<file path="config.mk">
export PLATFORM = sky130hd
export DESIGN_NAME = csu_core
export DESIGN_NICKNAME = d
export VERILOG_FILES = /design/src/logic/csu_sync.v /design/src/logic/csu_clkdiv.v /design/src/logic/csu_core.v
export VERILOG_INCLUDE_DIRS = /design/src /design/src/logic
export SDC_FILE = /design/constraint.sdc
export NUM_CORES = 1
export LEC_CHECK = 0
export ABC_AREA = 1
export BUFFER_PORTS_ARGS = -buffer_cell sky130_fd_sc_hd__buf_2
export CAP_MARGIN = 0
export CELL_PAD_IN_SITES_DETAIL_PLACEMENT = 1
export CELL_PAD_IN_SITES_GLOBAL_PLACEMENT = 2
export CORE_AREA = 3 3 153 155
export DETAILED_ROUTE_END_ITERATION = 7
export DIE_AREA = 0 0 156 158
export PLACE_DENSITY = 0.83
export SYNTH_ARGS = -nofsm -noshare
export SYNTH_HDL_FRONTEND = slang
export SYNTH_SLANG_ARGS = --single-unit
</file>
<file path="constraint.sdc">
create_clock -name ref_clk -period 2.88 [get_ports ref_clk]
set_clock_uncertainty 0.15 [all_clocks]
set_input_delay 0.144 -clock ref_clk [delete_from_list [all_inputs] [get_ports ref_clk]]
set_output_delay 0.144 -clock ref_clk [all_outputs]
set_load 0.01 [all_outputs]
</file>
<file path="src/logic/csu_map.vh">
// Purpose: Register map, field positions and reset values of the clocked serial unit
// Assumes: Word-addressed Avalon-MM slave, one register per 32-bit word
// Notes:   Register index equals word address; byte address is four times it
`ifndef CSU_MAP_VH
`define CSU_MAP_VH

`define CSU_ADDR_W       28
`define CSU_IDX_MAIN     28'hFFF_FD00
`define CSU_IDX_CLKPH    28'hFFF_FD01
`define CSU_IDX_LEN      28'hFFF_FD02
`define CSU_IDX_STAT     28'hFFF_FD03
`define CSU_IDX_TXBUF    28'hFFF_FD04
`define CSU_IDX_RXBUF    28'hFFF_FD06

`define CSU_RST_MAIN     8'h00
`define CSU_RST_CLKPH    8'h00
`define CSU_RST_LEN      8'h00
`define CSU_RST_STAT     8'h00
`define CSU_RST_BUF      16'h0000

`define CSU_B_PWR        7
`define CSU_B_TXE        6
`define CSU_B_RXE        5
`define CSU_B_DIR        4
`define CSU_B_TMS        1
`define CSU_B_SCE        0
`define CSU_MAIN_WMASK   8'hF3
`define CSU_B_LEN_TOP    3
`define CSU_LEN_BASE     5'h08
`define CSU_LEN_FULL     5'h10
`define CSU_B_TSF        7
`define CSU_B_OVF        0
`define CSU_CKS_EXT      3'h7

`endif

</file>
<file path="src/logic/csu_sync.v">
// Purpose: Two-flop synchroniser with edge detection on the synchronised level
// Assumes: Input is asynchronous to ref_clk
// Notes:   Edge outputs are one-cycle pulses taken after the second flop
`timescale 1ns/1ps
module csu_sync
(
  // Clock and control
  input  wire ref_clk,
  input  wire srst,
  input  wire ce,
  // Pin side
  input  wire pin_in,
  // Synchronised side
  output wire level,
  output wire rise,
  output wire fall
);
  reg meta_reg;
  reg sync_reg;
  reg prev_reg;

  always @(posedge ref_clk)
  begin
    if (srst)
    begin
      meta_reg <= 1'b1;
      sync_reg <= 1'b1;
      prev_reg <= 1'b1;
    end
    else if (ce)
    begin
      meta_reg <= pin_in;
      sync_reg <= meta_reg;
      prev_reg <= sync_reg;
    end
  end

  assign level = sync_reg;
  assign rise  = ce & sync_reg & ~prev_reg;
  assign fall  = ce & ~sync_reg & prev_reg;
endmodule // csu_sync

</file>
<file path="src/logic/csu_clkdiv.v">
// Purpose: Half-period tick generator for the master serial clock
// Assumes: sel 0..6 gives a half period of 2**sel ref_clk cycles
// Notes:   Counter restarts whenever run is low so the first half is full length
`timescale 1ns/1ps
module csu_clkdiv
(
  // Clock and control
  input  wire       ref_clk,
  input  wire       srst,
  input  wire       ce,
  input  wire       run,
  input  wire [2:0] sel,
  // Tick out
  output wire       tick
);
  reg  [5:0] cnt_reg;
  wire [5:0] limit;

  assign limit = (6'h01 << sel) - 6'h01;
  assign tick  = ce & run & (cnt_reg == limit);

  always @(posedge ref_clk)
  begin
    if (srst)
      cnt_reg <= 6'h00;
    else if (ce)
    begin
      if (!run || tick)
        cnt_reg <= 6'h00;
      else
        cnt_reg <= cnt_reg + 6'h01;
    end
  end
endmodule // csu_clkdiv

</file>
<file path="src/logic/csu_core.v">
// Purpose: Clocked serial unit: word length, status flags and transfer sequencing
// Assumes: Avalon-MM word addressing; serial pins asynchronous to ref_clk
// Notes:   Fixed timing: output changes on falling clock edge, input sampled on rising
`timescale 1ns/1ps
`include "csu_map.vh"

module csu_core
(
  // Clock and control
  input  wire                   ref_clk,
  input  wire                   srst,
  input  wire                   ce,
  // Avalon-MM slave
  input  wire [`CSU_ADDR_W-1:0] avs_address,
  input  wire                   avs_read,
  input  wire                   avs_write,
  input  wire [31:0]            avs_writedata,
  output reg  [31:0]            avs_readdata,
  output wire                   avs_waitrequest,
  // Serial link
  input  wire                   sck_in,
  output wire                   sck_out,
  output wire                   sck_oe,
  input  wire                   si_in,
  output wire                   serial_data_out,
  // Events
  output reg                    receive_complete_irq,
  output reg                    transmit_enable_irq
);
  localparam ST_IDLE  = 1'b0;
  localparam ST_SHIFT = 1'b1;
  // Reset words as parameters so single fields can be selected
  localparam [7:0] RST_LEN  = `CSU_RST_LEN;
  localparam [7:0] RST_STAT = `CSU_RST_STAT;

  reg  [7:0]  main_reg;
  reg  [7:0]  clkph_reg;
  reg  [3:0]  len_reg;
  reg         state_reg;
  reg         ovf_reg;
  reg  [15:0] tx_buf_reg;
  reg         tx_full_reg;
  reg  [15:0] rx_buf_reg;
  reg         rx_unread_reg;
  reg  [15:0] sh_reg;
  reg  [4:0]  bit_cnt_reg;
  reg         sck_lvl_reg;
  reg         so_reg;
  reg         ack_reg;

  wire        pwr;
  wire        txe;
  wire        rxe;
  wire        dir;
  wire        tms;
  wire        sce;
  wire        master;
  wire [4:0]  len;
  wire        busy;
  wire        req;
  wire        do_wr;
  wire        do_rd;
  wire        tick;
  wire        ext_rise;
  wire        ext_fall;
  wire        si_sync;
  wire        rise;
  wire        fall;
  wire        word_end;
  wire [15:0] sh_in;
  wire        start_tx;
  wire        start_rx;
  wire        cont_tx;
  wire        cont_rx;

  function [4:0] word_len;
    input [3:0] cl;
    begin
      if (cl[`CSU_B_LEN_TOP])
        word_len = `CSU_LEN_FULL;
      else
        word_len = `CSU_LEN_BASE + {2'b00, cl[2:0]};
    end
  endfunction

  function [15:0] len_mask;
    input [4:0] n;
    reg   [16:0] ones;
    begin
      ones     = (17'h0_0001 << n) - 17'h0_0001;
      len_mask = ones[15:0];
    end
  endfunction

  function out_bit;
    input [15:0] sh;
    input        lsb_first;
    input [4:0]  n;
    reg   [4:0]  top;
    begin
      top = n - 5'h01;
      if (lsb_first)
        out_bit = sh[0];
      else
        out_bit = sh[top[3:0]];
    end
  endfunction

  function [15:0] shift_in;
    input [15:0] sh;
    input        bit_in;
    input        lsb_first;
    input [4:0]  n;
    reg   [15:0] tmp;
    reg   [4:0]  top;
    begin
      top = n - 5'h01;
      if (lsb_first)
      begin
        tmp              = {1'b0, sh[15:1]};
        tmp[top[3:0]]    = bit_in;
      end
      else
        tmp = {sh[14:0], bit_in};
      shift_in = tmp & len_mask(n);
    end
  endfunction

  assign pwr    = main_reg[`CSU_B_PWR];
  assign txe    = main_reg[`CSU_B_TXE];
  assign rxe    = main_reg[`CSU_B_RXE];
  assign dir    = main_reg[`CSU_B_DIR];
  assign tms    = main_reg[`CSU_B_TMS];
  assign sce    = main_reg[`CSU_B_SCE];
  assign master = (clkph_reg[2:0] != `CSU_CKS_EXT);
  assign len    = word_len(len_reg);
  assign busy   = (state_reg == ST_SHIFT);

  // One wait state: readdata is registered at the edge that drops waitrequest
  assign req             = ce & (avs_read | avs_write);
  assign avs_waitrequest = (avs_read | avs_write) & ~ack_reg;
  assign do_wr           = req & avs_write & ack_reg;
  assign do_rd           = req & avs_read & ack_reg;

  csu_clkdiv u_div
  (
    .ref_clk (ref_clk),
    .srst    (srst),
    .ce      (ce),
    .run     (busy & master),
    .sel     (clkph_reg[2:0]),
    .tick    (tick)
  );

  csu_sync u_sck
  (
    .ref_clk (ref_clk),
    .srst    (srst),
    .ce      (ce),
    .pin_in  (sck_in),
    .level   (),
    .rise    (ext_rise),
    .fall    (ext_fall)
  );

  csu_sync u_si
  (
    .ref_clk (ref_clk),
    .srst    (srst),
    .ce      (ce),
    .pin_in  (si_in),
    .level   (si_sync),
    .rise    (),
    .fall    ()
  );

  assign rise     = busy & (master ? (tick & ~sck_lvl_reg) : ext_rise);
  assign fall     = busy & (master ? (tick & sck_lvl_reg) : ext_fall);
  assign word_end = rise & (bit_cnt_reg == len - 5'h01);
  assign sh_in    = shift_in(sh_reg, si_sync, dir, len);

  assign start_tx = do_wr & (avs_address == `CSU_IDX_TXBUF) & pwr & txe & sce;
  assign start_rx = do_rd & (avs_address == `CSU_IDX_RXBUF) & pwr & rxe & ~txe
                    & sce;
  assign cont_tx  = tms & txe & sce & (tx_full_reg | start_tx);
  assign cont_rx  = tms & rxe & ~txe & sce;

  assign sck_out         = sck_lvl_reg;
  assign sck_oe          = pwr & master;
  assign serial_data_out = so_reg;

  // Bus handshake and read data
  always @(posedge ref_clk)
  begin
    if (srst)
    begin
      ack_reg      <= 1'b0;
      avs_readdata <= 32'h0000_0000;
    end
    else if (ce)
    begin
      ack_reg <= req & ~ack_reg;
      if (req && !ack_reg)
      begin
        if (avs_address == `CSU_IDX_MAIN)
          avs_readdata <= {24'h00_0000, main_reg};
        else if (avs_address == `CSU_IDX_CLKPH)
          avs_readdata <= {24'h00_0000, clkph_reg};
        else if (avs_address == `CSU_IDX_LEN)
          avs_readdata <= {28'h000_0000, len_reg};
        else if (avs_address == `CSU_IDX_STAT)
          avs_readdata <= {24'h00_0000, busy, 6'h00, ovf_reg};
        else if (avs_address == `CSU_IDX_TXBUF)
          avs_readdata <= {16'h0000, tx_buf_reg};
        else if (avs_address == `CSU_IDX_RXBUF)
          avs_readdata <= {16'h0000, rx_buf_reg};
        else
          avs_readdata <= 32'h0000_0000;
      end
    end
  end

  // Control registers; mode bits only change while powered down
  always @(posedge ref_clk)
  begin
    if (srst)
    begin
      main_reg  <= `CSU_RST_MAIN;
      clkph_reg <= `CSU_RST_CLKPH;
      len_reg   <= RST_LEN[3:0];
    end
    else if (do_wr)
    begin
      if (avs_address == `CSU_IDX_MAIN)
      begin
        if (!pwr)
          main_reg <= avs_writedata[7:0] & `CSU_MAIN_WMASK;
        else
        begin
          main_reg[`CSU_B_PWR] <= avs_writedata[`CSU_B_PWR];
          main_reg[`CSU_B_SCE] <= avs_writedata[`CSU_B_SCE];
        end
      end
      else if (avs_address == `CSU_IDX_CLKPH)
      begin
        if (!pwr)
          clkph_reg <= {5'h00, avs_writedata[2:0]};
      end
      else if (avs_address == `CSU_IDX_LEN)
        len_reg <= avs_writedata[3:0];
    end
  end

  // Buffers and overrun bookkeeping
  always @(posedge ref_clk)
  begin
    if (srst)
    begin
      tx_buf_reg    <= `CSU_RST_BUF;
      rx_buf_reg    <= `CSU_RST_BUF;
      rx_unread_reg <= 1'b0;
      ovf_reg       <= RST_STAT[`CSU_B_OVF];
    end
    else if (ce)
    begin
      if (do_wr && avs_address == `CSU_IDX_TXBUF)
        tx_buf_reg <= avs_writedata[15:0];
      if (!pwr)
      begin
        ovf_reg       <= 1'b0;
        rx_unread_reg <= 1'b0;
      end
      else
      begin
        if (do_wr && avs_address == `CSU_IDX_STAT)
          ovf_reg <= ovf_reg & avs_writedata[`CSU_B_OVF];
        if (do_rd && avs_address == `CSU_IDX_RXBUF)
          rx_unread_reg <= 1'b0;
        // Completion beats a same-cycle read or clear
        if (word_end)
        begin
          if (rx_unread_reg && !(do_rd && avs_address == `CSU_IDX_RXBUF))
            ovf_reg <= 1'b1;
          if (rxe)
          begin
            rx_buf_reg    <= sh_in;
            rx_unread_reg <= 1'b1;
          end
          else if (!tms)
            rx_unread_reg <= 1'b1;
        end
      end
    end
  end

  // Shift sequencing
  always @(posedge ref_clk)
  begin
    if (srst)
    begin
      state_reg            <= ST_IDLE;
      tx_full_reg          <= 1'b0;
      sh_reg               <= 16'h0000;
      bit_cnt_reg          <= 5'h00;
      sck_lvl_reg          <= 1'b1;
      so_reg               <= 1'b0;
      receive_complete_irq <= 1'b0;
      transmit_enable_irq  <= 1'b0;
    end
    else if (ce)
    begin
      receive_complete_irq <= 1'b0;
      transmit_enable_irq  <= 1'b0;
      // Power off aborts the word and stops the clock
      if (!pwr)
      begin
        state_reg   <= ST_IDLE;
        tx_full_reg <= 1'b0;
        bit_cnt_reg <= 5'h00;
        sck_lvl_reg <= 1'b1;
      end
      else if (!busy)
      begin
        sck_lvl_reg <= 1'b1;
        if (start_tx)
        begin
          state_reg           <= ST_SHIFT;
          sh_reg              <= avs_writedata[15:0] & len_mask(len);
          so_reg              <= out_bit(avs_writedata[15:0], dir, len);
          bit_cnt_reg         <= 5'h00;
          transmit_enable_irq <= tms;
        end
        else if (start_rx)
        begin
          state_reg   <= ST_SHIFT;
          sh_reg      <= 16'h0000;
          bit_cnt_reg <= 5'h00;
        end
      end
      else
      begin
        if (start_tx && tms)
          tx_full_reg <= 1'b1;
        if (master && tick)
          sck_lvl_reg <= ~sck_lvl_reg;
        // First fall of a word re-presents bit one; a chained word needs it there
        if (fall)
          so_reg <= out_bit(sh_reg, dir, len);
        if (word_end)
        begin
          bit_cnt_reg          <= 5'h00;
          receive_complete_irq <= rxe | ~tms;
          if (cont_tx)
          begin
            // Next word taken from the buffer without a gap
            sh_reg              <= (tx_full_reg ? tx_buf_reg : avs_writedata[15:0])
                                   & len_mask(len);
            tx_full_reg         <= 1'b0;
            transmit_enable_irq <= 1'b1;
          end
          else if (cont_rx)
            sh_reg <= 16'h0000;
          else
          begin
            sh_reg    <= sh_in;
            state_reg <= ST_IDLE;
          end
        end
        else if (rise)
        begin
          sh_reg      <= sh_in;
          bit_cnt_reg <= bit_cnt_reg + 5'h01;
        end
      end
      if (!txe)
        so_reg <= 1'b0;
    end
  end
endmodule // csu_core

</file>
==> out/summary.json, run 1 <==
{
  "yosys": {
    "synth_flop_cell": "sky130_fd_sc_hd__dfxtp_1",
    "synthCells": 1074,
    "syn_area_um2": 6830,
    "synth_top_cells_by_count": "sky130_fd_sc_hd__nand2_1, sky130_fd_sc_hd__inv_1, sky130_fd_sc_hd__a21oi_1",
    "yosysSeqAreaShare": 0.299,
    "synth_largest_type_area_fraction": 0.299,
    "synth.avg_cell_area_um2": 6.36,
    "yosys_warnings": 0,
    "yosys-top-cells-area": "sky130_fd_sc_hd__dfxtp_1, sky130_fd_sc_hd__nand2_1, sky130_fd_sc_hd__a21oi_1",
    "synth.ff_latch_count": 102,
    "asyncSetResetFlopFracSynth": 0,
    "synthDistinctLibCells": 47,
    "synth_enable_flop_cells": 0,
    "synth_area_leader_cell": "sky130_fd_sc_hd__dfxtp_1",
    "most_repeated_cell_in_the_gate_level_netlist_after_synthesis": "sky130_fd_sc_hd__nand2_1"
  },
  "floorplanning": {
    "die_height_um": 158,
    "num_rows": 54,
    "dieWidth_um": 156,
    "placeableCoreArea_um2": 22000,
    "ios": 105,
    "initial_utilization": 0.311,
    "fp.dieArea_um2": 24600
  },
  "power_and_ir_drop": {
    "p_leak_uw": 0.00334,
    "vdd.ir_drop.worst_uv": 234,
    "power_density_over_cell_area_nw_per_um2": 386
  },
  "critical_path": {
    "worstPathCellList": "inv_1, nor2_2, inv_1, ha_1, xnor2_1, nand2_1, a21oi_1, o21ai_1, nor2_2, nand3_4, inv_4, nand3_4, buf_4, a211oi_2",
    "rr_startpoint": "len_reg[1]$_SDFFE_PP0P_",
    "crit_path_max_incr_delay_ns": 0.34,
    "crit_family": "simple AND/OR/NAND/NOR gates",
    "critical-path-slowest-cell": "sky130_fd_sc_hd__dfxtp_1",
    "critPathMaxFanout": 12,
    "worstPathRequired_ns": 3.02,
    "critPathArrivalTime_ns": 2.76,
    "worst-r2r-cell-count": 14,
    "endpoint_kind": "flip-flop",
    "setup.worst_path.start_class": "flip-flop",
    "critical_path.startpoint": "len_reg[1]$_SDFFE_PP0P_",
    "r2r-end": "rx_buf_reg[10]$_SDFFE_PP0P_",
    "worstSetupPathType": "flip-flop to flip-flop",
    "worst-path-buf-inv": 4,
    "ff2ff_setup_slack_ns": 0.25
  },
  "routing": {
    "drt-vias-per-instance": 5.05,
    "antenna_left": 0,
    "drt_iter0_markers": 422,
    "drcViolationCount": 0,
    "vias": 7289,
    "finalWirelength_um": 25900,
    "detail_route.wl_per_cell_um": 17.9,
    "drt_pre_antenna_iters": 5
  },
  "sta": {
    "timing.fmax_mhz": 381,
    "final-setup-viol-count": 0,
    "rsz_0062_raised_after_global_routing": "false",
    "period_minus_slack_ns": 2.63,
    "max_slew.worst_pin.slew_ns": 0.909,
    "final_min_period_over_clock_period": 0.912,
    "timing_hold_violations_final": 0,
    "fin_worst_hold_slack_ns": 0.0281,
    "final.setup.tns_ns": 0,
    "max_slew_margin": 0.393,
    "timing.final.ws_setup_ns": 0.255,
    "timing_max_transition_violations_final": 0
  },
  "cts": {
    "tritoncts": "done",
    "h-tree-depth": 3,
    "tritoncts.num_buffers": 9,
    "clock_path_buffers": 2,
    "ctsRootBufferMaster": "sky130_fd_sc_hd__clkbuf_16",
    "clock_pin_slew_reported_for_the_worst_setup_and_hold_paths_after_clock_tree_synthesis_ns": 0.08,
    "tritoncts_num_sinks": 102,
    "clk-insertion-delay-late_ns": 0.37
  },
  "hold_path": {
    "timing.hold.worst_path_depth": 3,
    "hp-class": "input pin to flip-flop",
    "timing.hold.worst.start": "avs_writedata[2]",
    "hold_end": "len_reg[2]$_SDFFE_PP0P_"
  },
  "finish": {
    "design_area_um2": 7990,
    "layout-drive-gt1-share": 0.164,
    "seqCellArea_um2": 2040,
    "nFillCells": 2912,
    "number_of_nets_in_the_finished_design": 1233,
    "insertedDiodeCount": 0,
    "area_growth_syn_to_layout_pct": 17.0,
    "multi_input_comb_area_um2": 3990,
    "final_cell_count_no_fill": 1442
  },
  "grt": {
    "antenna_found_initial": 0,
    "grt_pass1_wl_um": 40400,
    "grt_use_total": 0.208,
    "grt_pass1_vias": 7195,
    "grt-ovfl-total": 0,
    "grt_start_max_net_pins": 60
  },
  "placed_design": {
    "dp_worst_setup_slack_ns": 0.122,
    "numPlacedInstances": 1415,
    "placement.cell_area_um2": 7540,
    "post-dp-hpwl_um": 19500,
    "count_of_input_and_output_buffers": 72,
    "gp_congestion": 0.942
  },
  "status": {
    "status": "completed"
  },
  "job": {
    "total_of_max_cap_violations": 0
  }
}
==> cells by family after synthesis <==
kind of cell             after synthesis  share of synthesized area
other                                  2                    0.00110
AND/OR/NAND/NOR                      466                      0.300
multiplexers                           1                    0.00165
AO/OA/AOI/OAI                        285                      0.240
flip-flops                           102                      0.299
XOR/XNOR                              11                     0.0141
adder cells (fa/ha/maj)                8                     0.0147
buffers and inverters                199                      0.129
==> stage by stage <==
step,utilization,power (uW)
final,0.364,3080
after global routing,0.364,3190
after CTS,0.363,3100
after detailed placement,0.343,1710
after global placement,0.343,1710
after floorplan,-,1620
==> layout make-up <==
type | instances | area share
Clock inverter | 6 | 0.0119
Timing Repair Buffer | 122 | 0.0986
Sequential cell | 102 | 0.256
Clock buffer | 9 | 0.0282
Multi-Input combinational cell | 790 | 0.499
Tap cell | 280 | 0.0438
Inverter | 133 | 0.0628
==> timing repair <==
item / in CTS / in global routing
resized for setup: 0 / 4
hold buffers: 11 / 0
setup buffers: 0 / 0
endpoints found under the hold margin: 13 / 0
setup endpoints to repair: 0 / 18
==> worst register-to-register path: cells and delay by family (launching register included) <==
family	cells	cell delay, ns
xor+xnor	1	0.15
compound gates	3	0.35
buf+inv	4	0.56
flops	1	0.34
simple gates	5	0.68
fa+ha+maj	1	0.31
==> worst max path at each step <==
stage,end,slack (ns),cells after the start
floorplan,sh_reg[10]$_SDFFE_PP0P_,0.27,21
global placement,rx_buf_reg[10]$_SDFFE_PP0P_,0.16,13
detailed placement,rx_buf_reg[10]$_SDFFE_PP0P_,0.12,13
CTS,rx_buf_reg[10]$_SDFFE_PP0P_,0.1,14
global route,rx_buf_reg[10]$_SDFFE_PP0P_,0.03,16
finish,rx_buf_reg[10]$_SDFFE_PP0P_,0.25,14
==> where the power goes <==
group / switching (uW) / total [uW] / leakage (uW) / internal [uW]
Sequential: 11.9 / 1440 / 0.000825 / 1420
Clock: 620 / 1390 / 0.000156 / 768
Combinational: 173 / 260 / 0.00236 / 86.4
Total: 805 / 3080 / 0.00334 / 2280
==> layout by cell type (no fill, tap or decap), types with 3 or more instances in the layout <==
cell type / n
sky130_fd_sc_hd__inv_1: 126
sky130_fd_sc_hd__nor2_1: 91
sky130_fd_sc_hd__clkbuf_16: 9
sky130_fd_sc_hd__a211oi_2: 9
sky130_fd_sc_hd__a21oi_2: 10
sky130_fd_sc_hd__xor2_1: 7
sky130_fd_sc_hd__nor2_2: 9
sky130_fd_sc_hd__ha_1: 8
sky130_fd_sc_hd__a211oi_1: 13
sky130_fd_sc_hd__nand2_2: 11
sky130_fd_sc_hd__o21ai_1: 10
sky130_fd_sc_hd__nand4_1: 10
sky130_fd_sc_hd__o21ai_0: 91
sky130_fd_sc_hd__nand2_1: 247
sky130_fd_sc_hd__nor2_4: 5
sky130_fd_sc_hd__dlygate4sd3_1: 11
sky130_fd_sc_hd__xnor2_1: 4
sky130_fd_sc_hd__a31oi_1: 4
sky130_fd_sc_hd__nand3_4: 3
sky130_fd_sc_hd__dfxtp_1: 101
sky130_fd_sc_hd__buf_2: 72
sky130_fd_sc_hd__o221a_2: 3
sky130_fd_sc_hd__o211ai_1: 7
sky130_fd_sc_hd__nand3_1: 62
sky130_fd_sc_hd__nor3_1: 18
sky130_fd_sc_hd__conb_1: 18
sky130_fd_sc_hd__nor4_1: 3
sky130_fd_sc_hd__inv_2: 6
sky130_fd_sc_hd__o22ai_1: 13
sky130_fd_sc_hd__buf_4: 37
sky130_fd_sc_hd__a21oi_1: 118
==> per-layer routing <==
layer  global-route usage  wire [um]  vias up  share of wire
li1                     -          -     3674              -
met1                0.293      12500     3427           0.48
met2                0.340      11700      166           0.45
met3               0.0252       1260       22          0.049
met4               0.0463        366        0          0.014
met5                    0          0        -              0
Power figures use the tool's default switching activity.
==> run 2, diff against run 1 <==
--- a/config.mk
+++ b/config.mk
@@ -11,10 +11,12 @@
 export CAP_MARGIN = 0
 export CELL_PAD_IN_SITES_DETAIL_PLACEMENT = 1
 export CELL_PAD_IN_SITES_GLOBAL_PLACEMENT = 2
-export CORE_AREA = 3 3 153 155
+export CORE_AREA = 3 3 154 156
 export DETAILED_ROUTE_END_ITERATION = 7
-export DIE_AREA = 0 0 156 158
-export PLACE_DENSITY = 0.83
+export DIE_AREA = 0 0 157 159
+export HOLD_SLACK_MARGIN = 0.15
+export PLACE_DENSITY = 0.84
 export SYNTH_ARGS = -nofsm -noshare
 export SYNTH_HDL_FRONTEND = slang
+export SYNTH_HIERARCHICAL = 1
 export SYNTH_SLANG_ARGS = --single-unit
==> run 2 against run 1 <==
Compared with the run above: count of clock-buffer cells in the layout increased by 1; first-iteration DRC count is 18% higher; design area up 1.8%; clock power shrank 8%; sequential share of layout area decreased by 0.42 points; die area rose by 1.3%; critical endpoint is now sh_reg[9]$_SDFFE_PP0P_.
==> out/summary.json, run 2 <==
{
  "routing": {
    "finalWirelength": {"value": 26300, "unit": "um", "change": "+1.6%"},
    "drt-vias-per-instance": {"value": 5.14, "change": "+1.6%"},
    "drcViolationCount": {"value": 0, "change": "unchanged"},
    "drt_pre_antenna_iters": {"value": 4, "change": "-1"},
    "drt_iter0_markers": {"value": 497, "change": "+18%"},
    "antenna_left": {"value": 0, "change": "unchanged"},
    "detail_route.wl_per_cell": {"value": 17.6, "unit": "um", "change": "-1.9%"},
    "vias": {"value": 7671, "change": "+5.2%"}
  },
  "sta": {
    "timing_hold_violations_final": {"value": 0, "change": "unchanged"},
    "timing.final.ws_setup": {"value": 0.222, "unit": "ns", "change": "-0.0327 ns"},
    "max_slew.worst_pin.slew": {"value": 0.726, "unit": "ns", "change": "-0.184 ns"},
    "timing_max_transition_violations_final": {"value": 0, "change": "unchanged"},
    "final-setup-viol-count": {"value": 0, "change": "unchanged"},
    "period_minus_slack": {"value": 2.66, "unit": "ns", "change": "+0.0327 ns"},
    "timing.fmax": {"value": 376, "unit": "MHz", "change": "-1.2%"},
    "max_slew_margin": {"value": 0.516, "change": "+0.123"},
    "final_min_period_over_clock_period": {"value": 0.923, "change": "+0.0114"}
  },
  "finish": {
    "final_util": {"value": 0.362, "change": "-0.00241"},
    "number_of_nets_in_the_finished_design": {"value": 1280, "change": "+3.8%"},
    "area_growth_syn_to_layout_pct": 17.9,
    "final_cell_count_no_fill": {"value": 1493, "change": "+3.5%"},
    "layout-drive-gt1-share": {"value": 0.155, "change": "-0.00871"},
    "insertedDiodeCount": {"value": 0, "change": "unchanged"},
    "nFillCells": {"value": 2930, "change": "+0.62%"},
    "layout_commonest_cell": "sky130_fd_sc_hd__nand2_1",
    "most-common-layout-cells": "sky130_fd_sc_hd__nand2_1, sky130_fd_sc_hd__a21oi_1, sky130_fd_sc_hd__o21ai_0",
    "design_area": {"value": 8140, "unit": "um^2", "change": "+1.8%"}
  },
  "cts": {
    "h-tree-depth": {"value": 3, "change": "unchanged"},
    "clk-insertion-delay-late": {"value": 0.36, "unit": "ns", "change": "about the same"},
    "clock_pin_slew_reported_for_the_worst_setup_and_hold_paths_after_clock_tree_synthesis": {"value": 0.08, "unit": "ns", "change": "about the same"},
    "tritoncts.num_buffers": {"value": 9, "change": "unchanged"},
    "tritoncts": "done",
    "ctsRootBufferMaster": "sky130_fd_sc_hd__clkbuf_16",
    "tritoncts_num_sinks": {"value": 102, "change": "unchanged"},
    "clock_path_buffers": {"value": 2, "change": "unchanged"}
  },
  "yosys": {
    "synth.avg_cell_area": {"value": 6.20, "unit": "um^2", "change": "-2.5%"},
    "syn_area": {"value": 6900, "unit": "um^2", "change": "+1.0%"},
    "yosys_warnings": {"value": 6, "change": "+6"},
    "synthCells": {"value": 1113, "change": "+3.6%"}
  },
  "critical_path": {
    "worstPathRequired": {"value": 3.03, "unit": "ns", "change": "about the same"},
    "crit_family": "simple AND/OR/NAND/NOR gates",
    "critPathMaxFanout": {"value": 5, "change": "-7"},
    "worstPathCellList": "buf_4, nor2_1, nand2_1, nand2_1, nand3_1, nor2_1, nand2_2, inv_2, nand3b_1, nand2_2, nand3_2, nor2_4, nand3_1, or2_0, nand2_1, nand2_1, a21oi_1",
    "endpoint_kind": "flip-flop",
    "critical-path-slowest-cell": "sky130_fd_sc_hd__dfxtp_1",
    "worst-r2r-cell-count": {"value": 17, "change": "+3"},
    "crit_path_max_incr_delay": {"value": 0.34, "unit": "ns", "change": "about the same"},
    "setup.worst_path.start_class": "flip-flop",
    "worstSetupPathType": "flip-flop to flip-flop",
    "worst-path-buf-inv": {"value": 2, "change": "-2"},
    "critPathArrivalTime": {"value": 2.81, "unit": "ns", "change": "+0.05 ns"},
    "crit_top_cell": "sky130_fd_sc_hd__nand2_1",
    "worst-path-stages": {"value": 17, "change": "+3"}
  },
  "placed_design": {
    "placement.cell_area": {"value": 7590, "unit": "um^2", "change": "+0.66%"},
    "gp_congestion": {"value": 0.867, "change": "-7.9%"},
    "post-dp-hpwl": {"value": 20000, "unit": "um", "change": "+2.5%"},
    "dp_worst_setup_slack": {"value": 0.0967, "unit": "ns", "change": "-0.0253 ns"},
    "numPlacedInstances": {"value": 1456, "change": "+2.9%"},
    "count_of_input_and_output_buffers": {"value": 72, "change": "unchanged"}
  },
  "power_and_ir_drop": {
    "logic_pwr_share": {"value": 0.082, "change": "-0.002"},
    "total_power": {"value": 2950, "unit": "uW", "change": "-4.3%"},
    "p_leak": {"value": 0.00359, "unit": "uW", "change": "+7.6%"},
    "internal-power": {"value": 2180, "unit": "uW", "change": "-4.2%"},
    "total_switching_power": {"value": 768, "unit": "uW", "change": "-4.6%"},
    "sequentialPowerShare": {"value": 0.485, "change": "+0.019"},
    "vdd.ir_drop.worst": {"value": 216, "unit": "uV", "change": "-7.7%"},
    "power_density_over_cell_area": {"value": 363, "unit": "nW/um^2", "change": "-6.0%"},
    "switching_share": {"value": 0.260, "change": "-0.000759"},
    "share_clk_of_total_power": {"value": 0.433, "change": "-0.017"}
  },
  "status": {
    "status": "completed"
  },
  "hold_path": {
    "timing.hold.worst_path_depth": {"value": 5, "change": "+2"},
    "hp-class": "input pin to flip-flop"
  },
  "floorplanning": {
    "initial_utilization": {"value": 0.307, "change": "-0.00441"},
    "placeableCoreArea": {"value": 22500, "unit": "um^2", "change": "+2.5%"},
    "ios": {"value": 105, "change": "unchanged"},
    "fp.dieArea": {"value": 25000, "unit": "um^2", "change": "+1.3%"},
    "dieWidth": {"value": 157, "unit": "um", "change": "+0.64%"},
    "num_rows": {"value": 55, "change": "+1.9%"},
    "die_height": {"value": 159, "unit": "um", "change": "+0.63%"}
  },
  "grt": {
    "grt_pass1_vias": {"value": 7557, "change": "+5.0%"},
    "grt_pass1_wl": {"value": 41900, "unit": "um", "change": "+3.7%"},
    "antenna_found_initial": {"value": 0, "change": "unchanged"},
    "grt_start_max_net_pins": {"value": 57, "change": "-5.0%"},
    "grt-ovfl-total": {"value": 0, "change": "unchanged"},
    "grt_use_total": {"value": 0.210, "change": "+0.00215"}
  },
  "job": {
    "total_of_max_cap_violations": {"value": 0, "change": "unchanged"}
  }
}
run 2: area by class of cell:
class,instances,area (um^2),area share
inverter,121,457,0.0561
sequential,102,2050,0.251
timing repair buffer,129,857,0.105
multi-input combinational,841,4140,0.508
tap,285,357,0.0438
clock inverter,5,57.6,0.00707
clock buffer,10,229,0.0281
run 2: what timing repair did:
| item | CTS | global route |
|---|---|---|
| setup endpoints to repair | 0 | 39 |
| setup buffers | 0 | 1 |
| gates resized for setup | 0 | 14 |
| hold buffers | 21 | 0 |
| hold endpoints to repair | 42 | 0 |
run 2: worst reg2reg max path: cells and delay by family, from the launching register on:
| kind | cells | cell delay, ns |
|---|---|---|
| simple gates | 14 | 1.76 |
| flops | 1 | 0.34 |
| buf+inv | 2 | 0.24 |
| compound gates | 1 | 0.12 |
run 2: worst paths after layout:
kind                               from                          to  slack (ns)
min reg2reg  rx_buf_reg[4]$_SDFFE_PP0P_  rx_buf_reg[4]$_SDFFE_PP0P_        0.30
max reg2reg   clkph_reg[2]$_SDFFE_PP0P_      sh_reg[9]$_SDFFE_PP0P_        0.22
min                      avs_address[0]   clkph_reg[0]$_SDFFE_PP0P_        0.21
max           clkph_reg[2]$_SDFFE_PP0P_      sh_reg[9]$_SDFFE_PP0P_        0.22
run 2: through the flow:
step	hold WS [ns]	TNS (ns)
floorplan	0.0631	0
global placement	0.215	0
detailed placement	0.219	0
CTS	0.192	0
global route	0.248	-0.00333
finish	0.212	0
run 2: power by group through the flow:
stage / clock network (uW) / registers (uW) / logic, uW
after CTS: 1310 / 1430 / 241
after global routing: 1360 / 1430 / 269
after floorplan: 0 / 1460 / 129
after detailed placement: 0 / 1470 / 219
after global placement: 0 / 1460 / 215
final: 1280 / 1430 / 242
run 2: layer usage:
layer  track usage  up-vias  routed length [um]
li1              -     3810                   -
met1         0.300     3700               12700
met2         0.336      132               12200
met3        0.0239       29                 942
met4        0.0529        0                 453
met5             0        -                   0
